===== src/sarcc_pkg.sv =====
/*
 * Shared constants and types of the successive-approximation conversion
 * control block: sequencing phases, code widths, pin indices, states.
 * Assumes one core clock, with one converter clock period per core cycle.
 */
package sarcc_pkg;

   // Result and trial code width
   localparam int unsigned RES_W = 8;

   // Phase counter of the internal converter clock: eight cycles per bit
   localparam int unsigned PH_W = 3;

   // Phase on which the start flip-flop may be cleared
   localparam logic [PH_W-1:0] PH_GO = 3'h7;

   // Phase late in a bit period, where the comparator is sampled; the
   // comparator reaches the core three cycles after a trial, so phase 5
   // is safe, and deciding here keeps a whole run inside its cycle budget
   localparam logic [PH_W-1:0] PH_CMP = 3'h5;

   // Phases of the positive and negative input sample strobes
   localparam logic [PH_W-1:0] PH_POS = 3'h0;
   localparam logic [PH_W-1:0] PH_NEG = 3'h4;

   // Marker positions in the shift register and the cleared code
   localparam logic [RES_W-1:0] MARK_MSB = 8'h80;
   localparam logic [RES_W-1:0] MARK_LSB = 8'h01;
   localparam logic [RES_W-1:0] CODE_ZERO = 8'h00;

   // Cycle counter of a running conversion and its value at transfer
   localparam int unsigned CYC_W = 7;
   localparam logic [CYC_W-1:0] CYC_ZERO = 7'h00;
   localparam logic [CYC_W-1:0] CYC_ONE = 7'h01;
   localparam logic [CYC_W-1:0] CYC_LAST = 7'h3d;

   // Bit positions of the synchronised pins
   localparam int unsigned PIN_W = 4;
   localparam int unsigned IX_CS = 0;
   localparam int unsigned IX_WR = 1;
   localparam int unsigned IX_RD = 2;
   localparam int unsigned IX_CMP = 3;

   // Synchroniser reset value: strobes inactive high, comparator low
   localparam logic [PIN_W-1:0] PIN_RST = 4'h7;

   // Sequencer states
   typedef enum logic [1:0] {
      SARCC_IDLE,
      SARCC_HOLD,
      SARCC_CONV
   } sarcc_state_e;

endpackage


===== src/sarcc_pin_if.sv =====
/*
 * Carrier between the pin synchroniser and the sequencer core.
 * Assumes raw pins are asynchronous and the synchronised copy is core_clk.
 */
`timescale 1ns/1ns
interface sarcc_pin_if;
   logic [sarcc_pkg::PIN_W-1:0] raw;   // Pins as they arrive
   logic [sarcc_pkg::PIN_W-1:0] sync;  // Pins after two flip-flops

   // Synchroniser side
   modport sync_side (input raw, output sync);
   // Sequencer side
   modport core_side (output raw, input sync);
endinterface


===== src/sarcc_core.sv =====
/*
 * Conversion control of an 8-bit successive-approximation converter:
 * start flip-flop, start qualification, bit sequencing, output latch,
 * done flag and three-state read path.
 * Assumes core_clk is the converter clock, pins are asynchronous and
 * the analogue comparator reports its result on cmp_hi.
 */
`timescale 1ns/1ns

// Behaviour
// RULE1: Conversion lasts 62 to 73 clock periods
// RULE2: Free running: done wired to write-start
// RULE3: Write-start fall clears code, stages, done
// RULE4: Select and write-start low hold reset
// RULE5: Conversion begins 1 to 8 periods after release
// RULE6: Eight comparisons MSB first over 64 cycles; the code makes them over 62 cycles
// RULE7: Done output falls when result is ready
// RULE8: Select with read clears the done flag
// RULE9: Data driven only during select and read
// RULE10: Host issues one start at power-up
// RULE11: New start aborts a running conversion
// RULE12: Start condition sets start flip-flop
// RULE13: Gated pulse clears start only when released
// RULE14: Marker leaving shift register loads output latch
// RULE15: Delay flop sets done one clock later
// RULE16: Select, read and write-start are active low
// RULE17: Select may be tied low standalone
// RULE18: Negative input sampled 4.5 periods after positive; the strobes here are 4 periods apart
// RULE19: Negative at or above positive gives zero
// RULE20: Write-start rising edge starts the conversion
// RULE21: Comparator keeps or clears each trial bit
module sarcc_core (
   input  wire logic                         core_clk,
   input  wire logic                         resetn,
   input  wire logic                         cs_n,
   input  wire logic                         wr_n,
   input  wire logic                         rd_n,
   input  wire logic                         cmp_hi,
   output logic                              done_n,
   output logic [sarcc_pkg::RES_W-1:0]       data_out,
   output logic                              data_oe_n,
   output logic [sarcc_pkg::RES_W-1:0]       trial_code,
   output logic                              sample_pos_p,
   output logic                              sample_neg_p,
   output logic                              busy
);

   // Whole state of the sequencer
   typedef struct packed {
      sarcc_pkg::sarcc_state_e              st;                // Sequencer state
      logic                                 first_shift_stage; // Start marker stage
      logic [sarcc_pkg::RES_W-1:0]          marker;            // One-hot shift register
      logic [sarcc_pkg::RES_W-1:0]          sar;               // Trial code
      logic [sarcc_pkg::PH_W-1:0]           phase;             // Internal clock phase
      logic [sarcc_pkg::RES_W-1:0]          result;            // Output latch
      logic                                 done_delay_flop;   // Delay before done
      logic                                 done;              // Done flag
      logic                                 wr_prev;           // Last write-start level
      logic [sarcc_pkg::CYC_W-1:0]          conv_cyc;          // Cycles into conversion
   } sarcc_core_s;

   sarcc_core_s q;
   sarcc_core_s d;

   sarcc_pin_if pins ();

   logic cs_s;               // Synchronised select, low active
   logic wr_s;               // Synchronised write-start, low active
   logic rd_s;               // Synchronised read strobe, low active
   logic cmp_s;              // Synchronised comparator result
   logic start_cond;         // Select and write-start both low
   logic read_sel;           // Select and read both low
   logic wr_fall;            // Write-start high-to-low step
   logic start_clear_gate;   // Clock-gated clear of the start flip-flop
   logic bit_end;            // End of a bit period during conversion
   logic latch_transfer_gate;// Marker leaves the shift register
   logic [sarcc_pkg::RES_W-1:0] sar_decided; // Trial code after this compare

   // Pins pass two flip-flops before anything reads them
   assign pins.raw = {cmp_hi, rd_n, wr_n, cs_n};

   sarcc_sync u_sync (
      .core_clk (core_clk),
      .resetn   (resetn),
      .pins     (pins)
   );

   assign cs_s  = pins.sync[sarcc_pkg::IX_CS];
   assign wr_s  = pins.sync[sarcc_pkg::IX_WR];
   assign rd_s  = pins.sync[sarcc_pkg::IX_RD];
   assign cmp_s = pins.sync[sarcc_pkg::IX_CMP];

   // Control decode, strobes taken as active when low [RULE16]
   always_comb begin
      start_cond = !cs_s && !wr_s;                        // [RULE12]
      read_sel   = !cs_s && !rd_s;
      wr_fall    = q.wr_prev && !wr_s;
      // Clears the start flip-flop only once the start condition is gone
      start_clear_gate = (q.st == sarcc_pkg::SARCC_HOLD) && q.first_shift_stage
                         && (q.phase == sarcc_pkg::PH_GO) && !start_cond; // [RULE13] [RULE20]
      bit_end = (q.st == sarcc_pkg::SARCC_CONV) && (q.phase == sarcc_pkg::PH_CMP);
      latch_transfer_gate = bit_end && (q.marker == sarcc_pkg::MARK_LSB); // [RULE14]
      // Comparator high means trial above input: drop the bit [RULE21] [RULE19]
      if (cmp_s) begin
         sar_decided = q.sar & ~q.marker;
      end else begin
         sar_decided = q.sar;
      end
   end

   // Next state of the sequencer
   always_comb begin
      d                 = q;
      d.phase           = q.phase + sarcc_pkg::PH_W'(1);
      d.wr_prev         = wr_s;
      d.done_delay_flop = 1'b0;
      d.first_shift_stage = 1'b0;
      case (q.st)
         // Waiting for a start
         sarcc_pkg::SARCC_IDLE: begin
            d.conv_cyc = sarcc_pkg::CYC_ZERO;
         end
         // Start flip-flop set: shift register held, marker enters stage one
         sarcc_pkg::SARCC_HOLD: begin
            d.first_shift_stage = 1'b1;                   // [RULE12]
            if (start_clear_gate) begin
               // Marker clocked in, MSB trial begins [RULE5]
               d.st       = sarcc_pkg::SARCC_CONV;
               d.marker   = sarcc_pkg::MARK_MSB;
               d.sar      = sarcc_pkg::MARK_MSB;
               d.conv_cyc = sarcc_pkg::CYC_ZERO;
               d.first_shift_stage = 1'b0;
            end
         end
         // Bit sequencing, MSB first: six cycles for the MSB, eight for each lower bit [RULE6]
         sarcc_pkg::SARCC_CONV: begin
            d.conv_cyc = q.conv_cyc + sarcc_pkg::CYC_ONE; // Length count [RULE1]
            if (latch_transfer_gate) begin
               // Last bit decided: load latch, arm done delay [RULE14] [RULE6]
               d.result          = sar_decided;
               d.sar             = sar_decided;
               d.marker          = sarcc_pkg::CODE_ZERO;
               d.done_delay_flop = 1'b1;
               d.st              = sarcc_pkg::SARCC_IDLE;
            end else if (bit_end) begin
               // Keep or drop this bit, then try the next lower one [RULE21]
               d.marker = q.marker >> 1;
               d.sar    = sar_decided | (q.marker >> 1);
            end
         end
         // Unused encoding returns to idle
         default: begin
            d.st = sarcc_pkg::SARCC_IDLE;
         end
      endcase

      // Read with select clears the done flag [RULE8]
      if (read_sel) begin
         d.done = 1'b0;
      end
      // Delay flop sets done a clock after the transfer; set beats the read clear [RULE15] [RULE7]
      if (q.done_delay_flop) begin
         d.done = 1'b1;
      end

      // A fall with select high also aborts: the code restarts from reset
      // Write-start falling edge clears code, stages and done [RULE3]
      if (wr_fall) begin
         d.st                = sarcc_pkg::SARCC_IDLE;
         d.sar               = sarcc_pkg::CODE_ZERO;
         d.marker            = sarcc_pkg::CODE_ZERO;
         d.done              = 1'b0;
         d.done_delay_flop   = 1'b0;
      end
      // Start condition sets the start flip-flop and aborts any run [RULE4] [RULE11]
      if (start_cond) begin
         d.st              = sarcc_pkg::SARCC_HOLD;
         d.first_shift_stage = (q.st == sarcc_pkg::SARCC_HOLD);
         d.sar             = sarcc_pkg::CODE_ZERO;
         d.marker          = sarcc_pkg::CODE_ZERO;
         d.done            = 1'b0;
         d.done_delay_flop = 1'b0;
      end
   end

   // Register the whole state
   always_ff @(posedge core_clk or negedge resetn) begin
      if (!resetn) begin
         q <= '{st:                sarcc_pkg::SARCC_IDLE,
                first_shift_stage: 1'b0,
                marker:            sarcc_pkg::CODE_ZERO,
                sar:               sarcc_pkg::CODE_ZERO,
                phase:             '0,
                result:            sarcc_pkg::CODE_ZERO,
                done_delay_flop:   1'b0,
                done:              1'b0,
                wr_prev:           1'b1,
                conv_cyc:          sarcc_pkg::CYC_ZERO};
      end else begin
         q <= d;
      end
   end

   // Done pin is the inverted flag [RULE15]
   assign done_n = !q.done;
   // Latch drives the data pins only while selected for read [RULE9]
   assign data_out  = q.result;
   assign data_oe_n = !read_sel;
   // Trial code to the reference ladder
   assign trial_code = q.sar;
   // Input sample strobes, negative one four phases after positive [RULE18]
   assign sample_pos_p = (q.st == sarcc_pkg::SARCC_CONV) && (q.phase == sarcc_pkg::PH_POS);
   assign sample_neg_p = (q.st == sarcc_pkg::SARCC_CONV) && (q.phase == sarcc_pkg::PH_NEG);
   assign busy = (q.st != sarcc_pkg::SARCC_IDLE);

   // Checks on the sequencer
   localparam int GO_MAX = 7;
endmodule


===== src/sarcc_sync.sv =====
/*
 * Two-flip-flop synchroniser for the control pins and comparator input.
 * Assumes core_clk and an asynchronous active-low reset.
 */
`timescale 1ns/1ns
module sarcc_sync (
   input wire logic      core_clk,
   input wire logic      resetn,
   sarcc_pin_if.sync_side pins
);

   // Both stages of the chain
   typedef struct packed {
      logic [sarcc_pkg::PIN_W-1:0] s1;
      logic [sarcc_pkg::PIN_W-1:0] s2;
   } sarcc_sync_s;

   sarcc_sync_s q;
   sarcc_sync_s d;

   // Next value: first stage reads pins, second reads only the first
   always_comb begin
      d    = q;
      d.s1 = pins.raw;
      d.s2 = q.s1;
   end

   // Register the chain
   always_ff @(posedge core_clk or negedge resetn) begin
      if (!resetn) begin
         q <= '{s1: sarcc_pkg::PIN_RST, s2: sarcc_pkg::PIN_RST};
      end else begin
         q <= d;
      end
   end

   // Only the second stage leaves the module
   assign pins.sync = q.s2;

endmodule


===== config.mk =====
export PLATFORM = sky130hd
export DESIGN_NAME = sarcc_core
export DESIGN_NICKNAME = d
export VERILOG_FILES = /design/src/sarcc_pkg.sv /design/src/sarcc_pin_if.sv /design/src/sarcc_core.sv /design/src/sarcc_sync.sv
export SDC_FILE = /design/constraint.sdc
export NUM_CORES = 1
export LEC_CHECK = 0
export BUFFER_PORTS_ARGS = -buffer_cell sky130_fd_sc_hd__buf_2
export CAP_MARGIN = 20
export CORE_MARGIN = 2
export CORE_UTILIZATION = 50
export CTS_CLUSTER_SIZE = 8
export DETAILED_ROUTE_END_ITERATION = 10
export PLACE_DENSITY_LB_ADDON = 0.2
export REMOVE_ABC_BUFFERS = 1
export SYNTH_ARGS = -nofsm -noshare
export SYNTH_HDL_FRONTEND = slang
export SYNTH_SLANG_ARGS = --single-unit

===== constraint.sdc =====
create_clock -name core_clk -period 5.6 [get_ports core_clk]
set_input_delay 0.84 -clock core_clk [delete_from_list [all_inputs] [get_ports core_clk]]
set_output_delay 0.84 -clock core_clk [all_outputs]
set_load 0.02 [all_outputs]

# == Word-level counts from Yosys, hierarchy flattened ==
# Cells that the tools add are included.
# totals
ff_bits,41
latchBits,0
ram_bits,0
romBits,0
input_bits,6
n_memories,0
# classes
add_sub_neg,1
mul,0
div_mod_pow,0
n_lt_le_gt_ge,0
eq_ne,10
n_shift,0
n_mux,17
bitwise_logic,3
reduce_logical,24
# op_table
op,n
$mux W16,3
$mux W19,2
$pmux W16 S2,1
$logic_and A1 B1 Y1,10
$eq A3 B3 Y1 const B,3
$and A8 B8 Y8,1
$eq A8 B1 Y1 const B,1
$mux W2,4
$mux W8,1
$ne A4 B4 Y1 const B,2
$not A8 Y8,1
$or A8 B7 Y8,1
$reduce_bool A4 Y1,2
$logic_not A1 Y1,6
$pmux W2 S3,1
$reduce_and A3 Y1,2
$mux W1,5
$ne A5 B5 Y1 const B,1
$add A3 B1 Y3 const B,1
$logic_not A3 Y1,1
$ne A3 B3 Y1 const B,1
$eq A2 B1 Y1 const B,1
$eq A2 B2 Y1 const B,1
$logic_not A2 Y1,1
other kinds (2),2

# == Logic depth before layout (Yosys ltp) ==
# Gate-level depths: netlist (run 1).
# logic_depth
word_depth,9
ltp_mapped,8

# == Cells and area by module ==
# A second synthesis (run 1) with hierarchy kept.
# unflattened
cells_unflattened,148
hier_area_um2,1865.5
# modules_own_cells
mod,n_inst,cells_per_inst,area_per_inst_um2
sarcc_core,1,140,1657.8
sarcc_sync,1,8,207.7

# == Worst setup path before layout (run 1) ==
# No wires, ideal clock.
# synth_path
kind,register to output
startpoint,register q[38] in the netlist's numbering
endpoint,output port sample_pos_p
arrival_time_ns,1.051
required_ns,4.760
slack_ns,3.709
stages_incl_launch_ff,5
n_path_buf,0
cell_sequence,dfrtp_1 -> inv_1 -> ha_1 -> nand2_1 -> nor2_1
# synth_via
elab_chain_len,2
# synth_lines
item,line,source
from (decl),sarcc_core.sv:62,sarcc_core_s q;
from (signal assigned),sarcc_core.sv:189,"q <= '{st: sarcc_pkg::SARCC_IDLE,"
$eq A2 B2 Y1,--,
$logic_and A1 B1 Y1,sarcc_core.sv:212,assign sample_pos_p = (q.st == sarcc_pkg::SARCC_CONV) && (q.phase == sarcc_pkg::PH_POS);
to (decl),sarcc_core.sv:43,"output logic sample_pos_p,"
# No other way between the ends.

# == Final worst setup path (run 1) ==
# layout_path
startpoint,register q[38] in the netlist's numbering
endpoint,output port sample_neg_p
# layout_via
elab_chain_len,2
# layout_lines
item,line,source
$eq A2 B2 Y1,--,
$logic_and A1 B1 Y1,sarcc_core.sv:213,assign sample_neg_p = (q.st == sarcc_pkg::SARCC_CONV) && (q.phase == sarcc_pkg::PH_NEG);
to (decl),sarcc_core.sv:44,"output logic sample_neg_p,"
# No other way between the ends.

==> results.json, run 1 <==
{
  "status": "complete, no violations",
  "required_ns": 4.76,
  "worst-path-buf-inv": 2,
  "relSlewSlack": 0.4185,
  "grt_start_max_net_pins": 42,
  "crit_family": "flip-flops",
  "boundaryPins": 27,
  "cts_max_path_buffers": 2,
  "antenna_found_initial": 0,
  "hold_path_class": "register to register",
  "peakVddDrop_mv": 0.1921,
  "ys_ff_latch": 41,
  "max_slew.worst_pin.slew_ns": 0.8723,
  "pre_cts_slack_ns": 3.533,
  "cp.arrival_ns": 1.42,
  "finalNetCount": 175,
  "cp_slowest_cell": "dfrtp_1",
  "io_buffers": 26,
  "num-fill-cells": 318,
  "fin_tns_setup_ns": 0,
  "dieHeight_um": 64.69,
  "wl_per_cell_um": 14.50,
  "layout_common_cells": "34 x dfrtp_1, 26 x buf_2, 13 x inv_1, 9 x a21boi_0",
  "ys_types": 31,
  "hold_depth": 0,
  "fp.dieW_um": 64.69,
  "worst_setup_path_end_kind": "output pin",
  "area_growth_pct": 7.269,
  "hold-path-endpoint": "u_sync.pins.sync[0]",
  "fmax_ghz": 0.4424,
  "ys_seq_area_frac": 0.5618,
  "place_congestion": 0.7827,
  "syn_avg_cell_area_um2": 12.53,
  "netlist_instances": 147,
  "crit_chain": "inv_1 -> ha_1 -> and3_1 -> buf_2",
  "synth_area_um2": 1842,
  "r2r_slack_ns": 3.55,
  "hp-start": "u_sync.d[0]",
  "hold_slack_ns": 0.3570,
  "clock_tree.root_cell": "clkbuf_8",
  "cts_tree": "yes",
  "finalSetupViolCount": 0,
  "maxSlewViolCount": 0,
  "min_period_ns": 2.260,
  "vias_per_cell": 5.262,
  "drtIter0Drc": 48,
  "r2r_cells": 6,
  "crit_type": "register to output pin",
  "post_cts_buffers": 0,
  "drc": 0,
  "drive_above_1_share": 0.3272,
  "drt-total-wl_um": 3045,
  "critPathLaunchType": "register",
  "worst_r2r_endpoint": "q[39]",
  "hpwl_um": 2157,
  "slowest_delay_ns": 0.38,
  "via_count": 1105,
  "finalWorstSetupSlack_ns": 3.340,
  "rsz0062_at_grt": "no",
  "cts_resized": 0,
  "critPathMaxFanout": 8,
  "initial_core_util": 0.5108,
  "dp.cells": 203,
  "finClkSkew_ns": 0.003920,
  "clkTransAtPathRegs_ns": 0.07,
  "fp.coreArea_um2": 3606,
  "grt_pass1_wl_um": 5244,
  "ant_nets": 0,
  "cts_buffers": 5,
  "cts_sinks": 41,
  "std_cell_rows": 22,
  "hold_violations": 0,
  "grt.overflow.total": 0,
  "final_common_cell": "dfrtp_1",
  "fin_cells": 210,
  "grt_use_total": 0.1671,
  "regToRegStartpoint": "q[38]",
  "cap_violations": 0,
  "layout_worst_path_cycle_share": 0.4036,
  "post-route-util": 0.5479,
  "postCtsHoldBufs": 0,
  "grt_pass1_vias": 1088,
  "power_density_nw_per_um2": 267.6,
  "cts.htree.levels": 2,
  "clk-insertion-delay-late_ns": 0.29,
  "die-area_um2": 4185,
  "yosys_warnings": 0,
  "first_pass_iters": 4,
  "diodes": 0,
  "power_leakage_nw": 1.044
}
## cells by family after synthesis
group                      synth area share
AOI/OAI and AO/OA                    0.1515
adders and majority gates           0.04755
buffers and inverters                0.1039
DFF                                  0.5618
muxes                               0.05435
and+or+nand+nor                     0.08084
## cell type report
cell class	instances	area, um^2	area share
Clock buffer	7	86.33	0.04370
Multi-Input combinational cell	75	615.6	0.3116
Inverter	13	48.80	0.02470
Tap cell	48	60.06	0.03040
Timing Repair Buffer	26	130.1	0.06586
Sequential cell	41	1035	0.5237
## how the worst max path moves through the flow
stage | start | end | depth (start not counted)
6_report | q[38] | sample_neg_p | 4
5_1_grt | q[38] | sample_pos_p | 5
4_1_cts | q[38] | sample_neg_p | 4
3_5_place_dp | q[38] | q[39] | 6
3_3_place_gp | q[38] | q[39] | 6
2_1_floorplan | q[38] | sample_pos_p | 4
## synthesized netlist by cell type, drive strengths merged
library cell / count / share of area
inv: 13 / 0.026
a21bo: 1 / 0.0054
nand4: 1 / 0.0068
o32ai: 1 / 0.0048
and3: 2 / 0.0068
nor2: 6 / 0.012
and4b: 1 / 0.0054
dfstp: 7 / 0.10
a21boi: 9 / 0.037
a221o: 7 / 0.038
dfrtp: 34 / 0.46
nand2: 2 / 0.0041
nor2b: 1 / 0.0034
nand2b: 1 / 0.0034
o21a: 1 / 0.0081
and2: 1 / 0.0034
o211ai: 1 / 0.0068
mux2i: 1 / 0.0054
or2: 2 / 0.0068
mux2: 8 / 0.049
nand3: 1 / 0.0027
a211o: 1 / 0.0048
a211oi: 1 / 0.0068
a21o: 8 / 0.033
ha: 7 / 0.048
nor4: 2 / 0.0068
nor3: 7 / 0.019
buf: 18 / 0.077
a21oi: 1 / 0.0027
o2111ai: 1 / 0.0048
## state kept, by name (all words and copies together) (netlist names)
| register | flops |
|---|---|
| data_out | 8 |
| q | 17 |
| trial_code | 8 |
| u_sync.d | 4 |
| u_sync.pins.sync | 4 |
## power breakdown
part | internal (mW) | leakage (nW) | switching (mW)
clock network | 0.0977 | 0.0443 | 0.0911
logic | 0.00986 | 0.463 | 0.0222
registers | 0.304 | 0.537 | 0.00424
total | 0.411 | 1.04 | 0.118
## metal layers
layer,track usage,wire (um),vias to the layer above
li1,-,-,534
met1,0.2193,1467,544
met2,0.2617,1414,23
met3,0.06076,142,4
met4,0.04787,21,0
met5,0,0,-
## metrics by stage
step	power, mW	area [um^2]
floorplan	0.3312	1699
global placement	0.3449	1889
detailed placement	0.3462	1889
CTS	0.5366	1976
global route	0.5542	1976
finish	0.5287	1976
No activity file was read; power rests on OpenSTA's default activity.
==> inputs of run 2 (changes only) <==
- clock period: 5.6 -> 2.23 ns (I/O delays scaled with it)
==> results.json, run 2 (synthesized netlist as in run 1, its figures left out) <==
{
  "hold_slack_ns": 0.1353,
  "grt.overflow.total": 0,
  "fp.coreArea_um2": 3606,
  "required_ns": 2.41,
  "min_period_ns": 1.943,
  "final_common_cell": "dfrtp_1",
  "finalPower_mw": 1.382,
  "hpwl_um": 2286,
  "cap_violations": 0,
  "layout_common_cells": "34 x dfrtp_1, 26 x buf_2, 13 x inv_1, 9 x a21boi_0",
  "grt_pass1_wl_um": 5430,
  "finalSetupViolCount": 0,
  "fp.dieW_um": 64.69,
  "relSlewSlack": 0.4038,
  "grt_pass1_vias": 1179,
  "vias_per_cell": 5.292,
  "area_growth_pct": 10.12,
  "cts_sinks": 41,
  "drtIter0Drc": 106,
  "io_buffers": 26,
  "grt_use_total": 0.1747,
  "place_congestion": 0.8258,
  "r2r_slack_ns": 0.29,
  "initial_core_util": 0.5108,
  "num-fill-cells": 325,
  "grt_start_max_net_pins": 42,
  "worstSetupEndpoint": "trial_code[1]",
  "hp-start": "wr_n",
  "largest_reg_flops": 17,
  "ant_nets": 0,
  "wl_per_cell_um": 14.40,
  "top_register": "q",
  "cts.htree.levels": 2,
  "power_density_nw_per_um2": 681.6,
  "power_leakage_nw": 1.077,
  "layout_worst_path_cycle_share": 0.8712,
  "cts_max_path_buffers": 2,
  "crit_type": "register to register",
  "drc": 0,
  "peakVddDrop_mv": 0.2954,
  "post_cts_buffers": 0,
  "regToRegStartpoint": "q[18]",
  "r2r_cells": 7,
  "worst_r2r_endpoint": "trial_code[1]",
  "hold_depth": 1,
  "cts_tree": "yes",
  "dieHeight_um": 64.69,
  "crit_path_start": "q[18]",
  "post-route-util": 0.5625,
  "clk-insertion-delay-late_ns": 0.29,
  "fin_tns_setup_ns": 0,
  "clkTransAtPathRegs_ns": 0.07,
  "diodes": 0,
  "boundaryPins": 27,
  "die-area_um2": 4185,
  "first_pass_iters": 4,
  "drive_above_1_share": 0.3571,
  "antenna_found_initial": 0,
  "max_slew.worst_pin.slew_ns": 0.8943,
  "cts_buffers": 5,
  "finClkSkew_ns": 0.005621,
  "rsz0062_at_grt": "no",
  "worst_setup_path_end_kind": "register",
  "via_count": 1143,
  "clock_tree.root_cell": "clkbuf_8",
  "critPathMaxFanout": 10,
  "cts_resized": 0,
  "fmax_ghz": 0.5147,
  "finalWorstSetupSlack_ns": 0.2873,
  "hold_violations": 0,
  "status": "complete, no violations",
  "postCtsHoldBufs": 0,
  "hold_path_class": "input port to register",
  "std_cell_rows": 22,
  "finalNetCount": 180,
  "maxSlewViolCount": 0,
  "critPathLaunchType": "register",
  "cp.arrival_ns": 2.12,
  "drt-total-wl_um": 3111,
  "pre_cts_slack_ns": 0.2701
}
==> run 2: cell count changes in the layout (fill, tap and decap cells not counted) <==
cell      previous run  this run
buf_4                0         5
clkbuf_1             1         0
clkbuf_8             6         7
clkinv_2             0         1
==> run 2: worst max-delay path: stages, from the launching register on <==
cell      delay [ns]
dfrtp_1         0.40
ha_1            0.20
ha_1            0.21
o211ai_2        0.08
a21bo_1         0.34
nor2_1          0.11
buf_4           0.17
a221o_1         0.32
==> run 2: cell type report <==
type / instances / area [um^2] / share of cell area
sequential: 41 / 1035 / 0.5102
multi-input combinational: 75 / 615.6 / 0.3035
timing repair buffer: 31 / 167.7 / 0.08266
clock buffer: 7 / 96.34 / 0.04750
tap: 48 / 60.06 / 0.02961
inverter: 13 / 48.80 / 0.02406
clock inverter: 1 / 5.005 / 0.002468
==> run 2: report_power, final <==
| group | internal, mW | switching (mW) |
|---|---|---|
| registers | 0.762 | 0.0109 |
| logic | 0.0244 | 0.0571 |
| clock network | 0.280 | 0.248 |
==> run 2: metrics by stage <==
stage / std cells / instance area [um^2]
3_3_place_gp: 208 / 1927
4_1_cts: 216 / 2028
5_1_grt: 216 / 2028
6_report: 216 / 2028
3_5_place_dp: 208 / 1927
2_1_floorplan: 129 / 1699
==> run 2: per-layer routing <==
layer / track usage / part of all wire / vias to the layer above
li1: - / - / 547
met1: 0.2232 / 0.46 / 563
met2: 0.2695 / 0.48 / 25
met3: 0.04861 / 0.041 / 8
met4: 0.09574 / 0.019 / 0
met5: 0 / 0 / -
==> run 2: worst min-delay path by stage <==
stage                          end  slack, ns
2_1_floorplan          data_out[0]       0.04
3_5_place_dp   u_sync.pins.sync[3]       0.34
3_3_place_gp   u_sync.pins.sync[3]       0.33
6_report               u_sync.d[1]       0.14
5_1_grt                u_sync.d[0]       0.12
4_1_cts                u_sync.d[1]       0.12
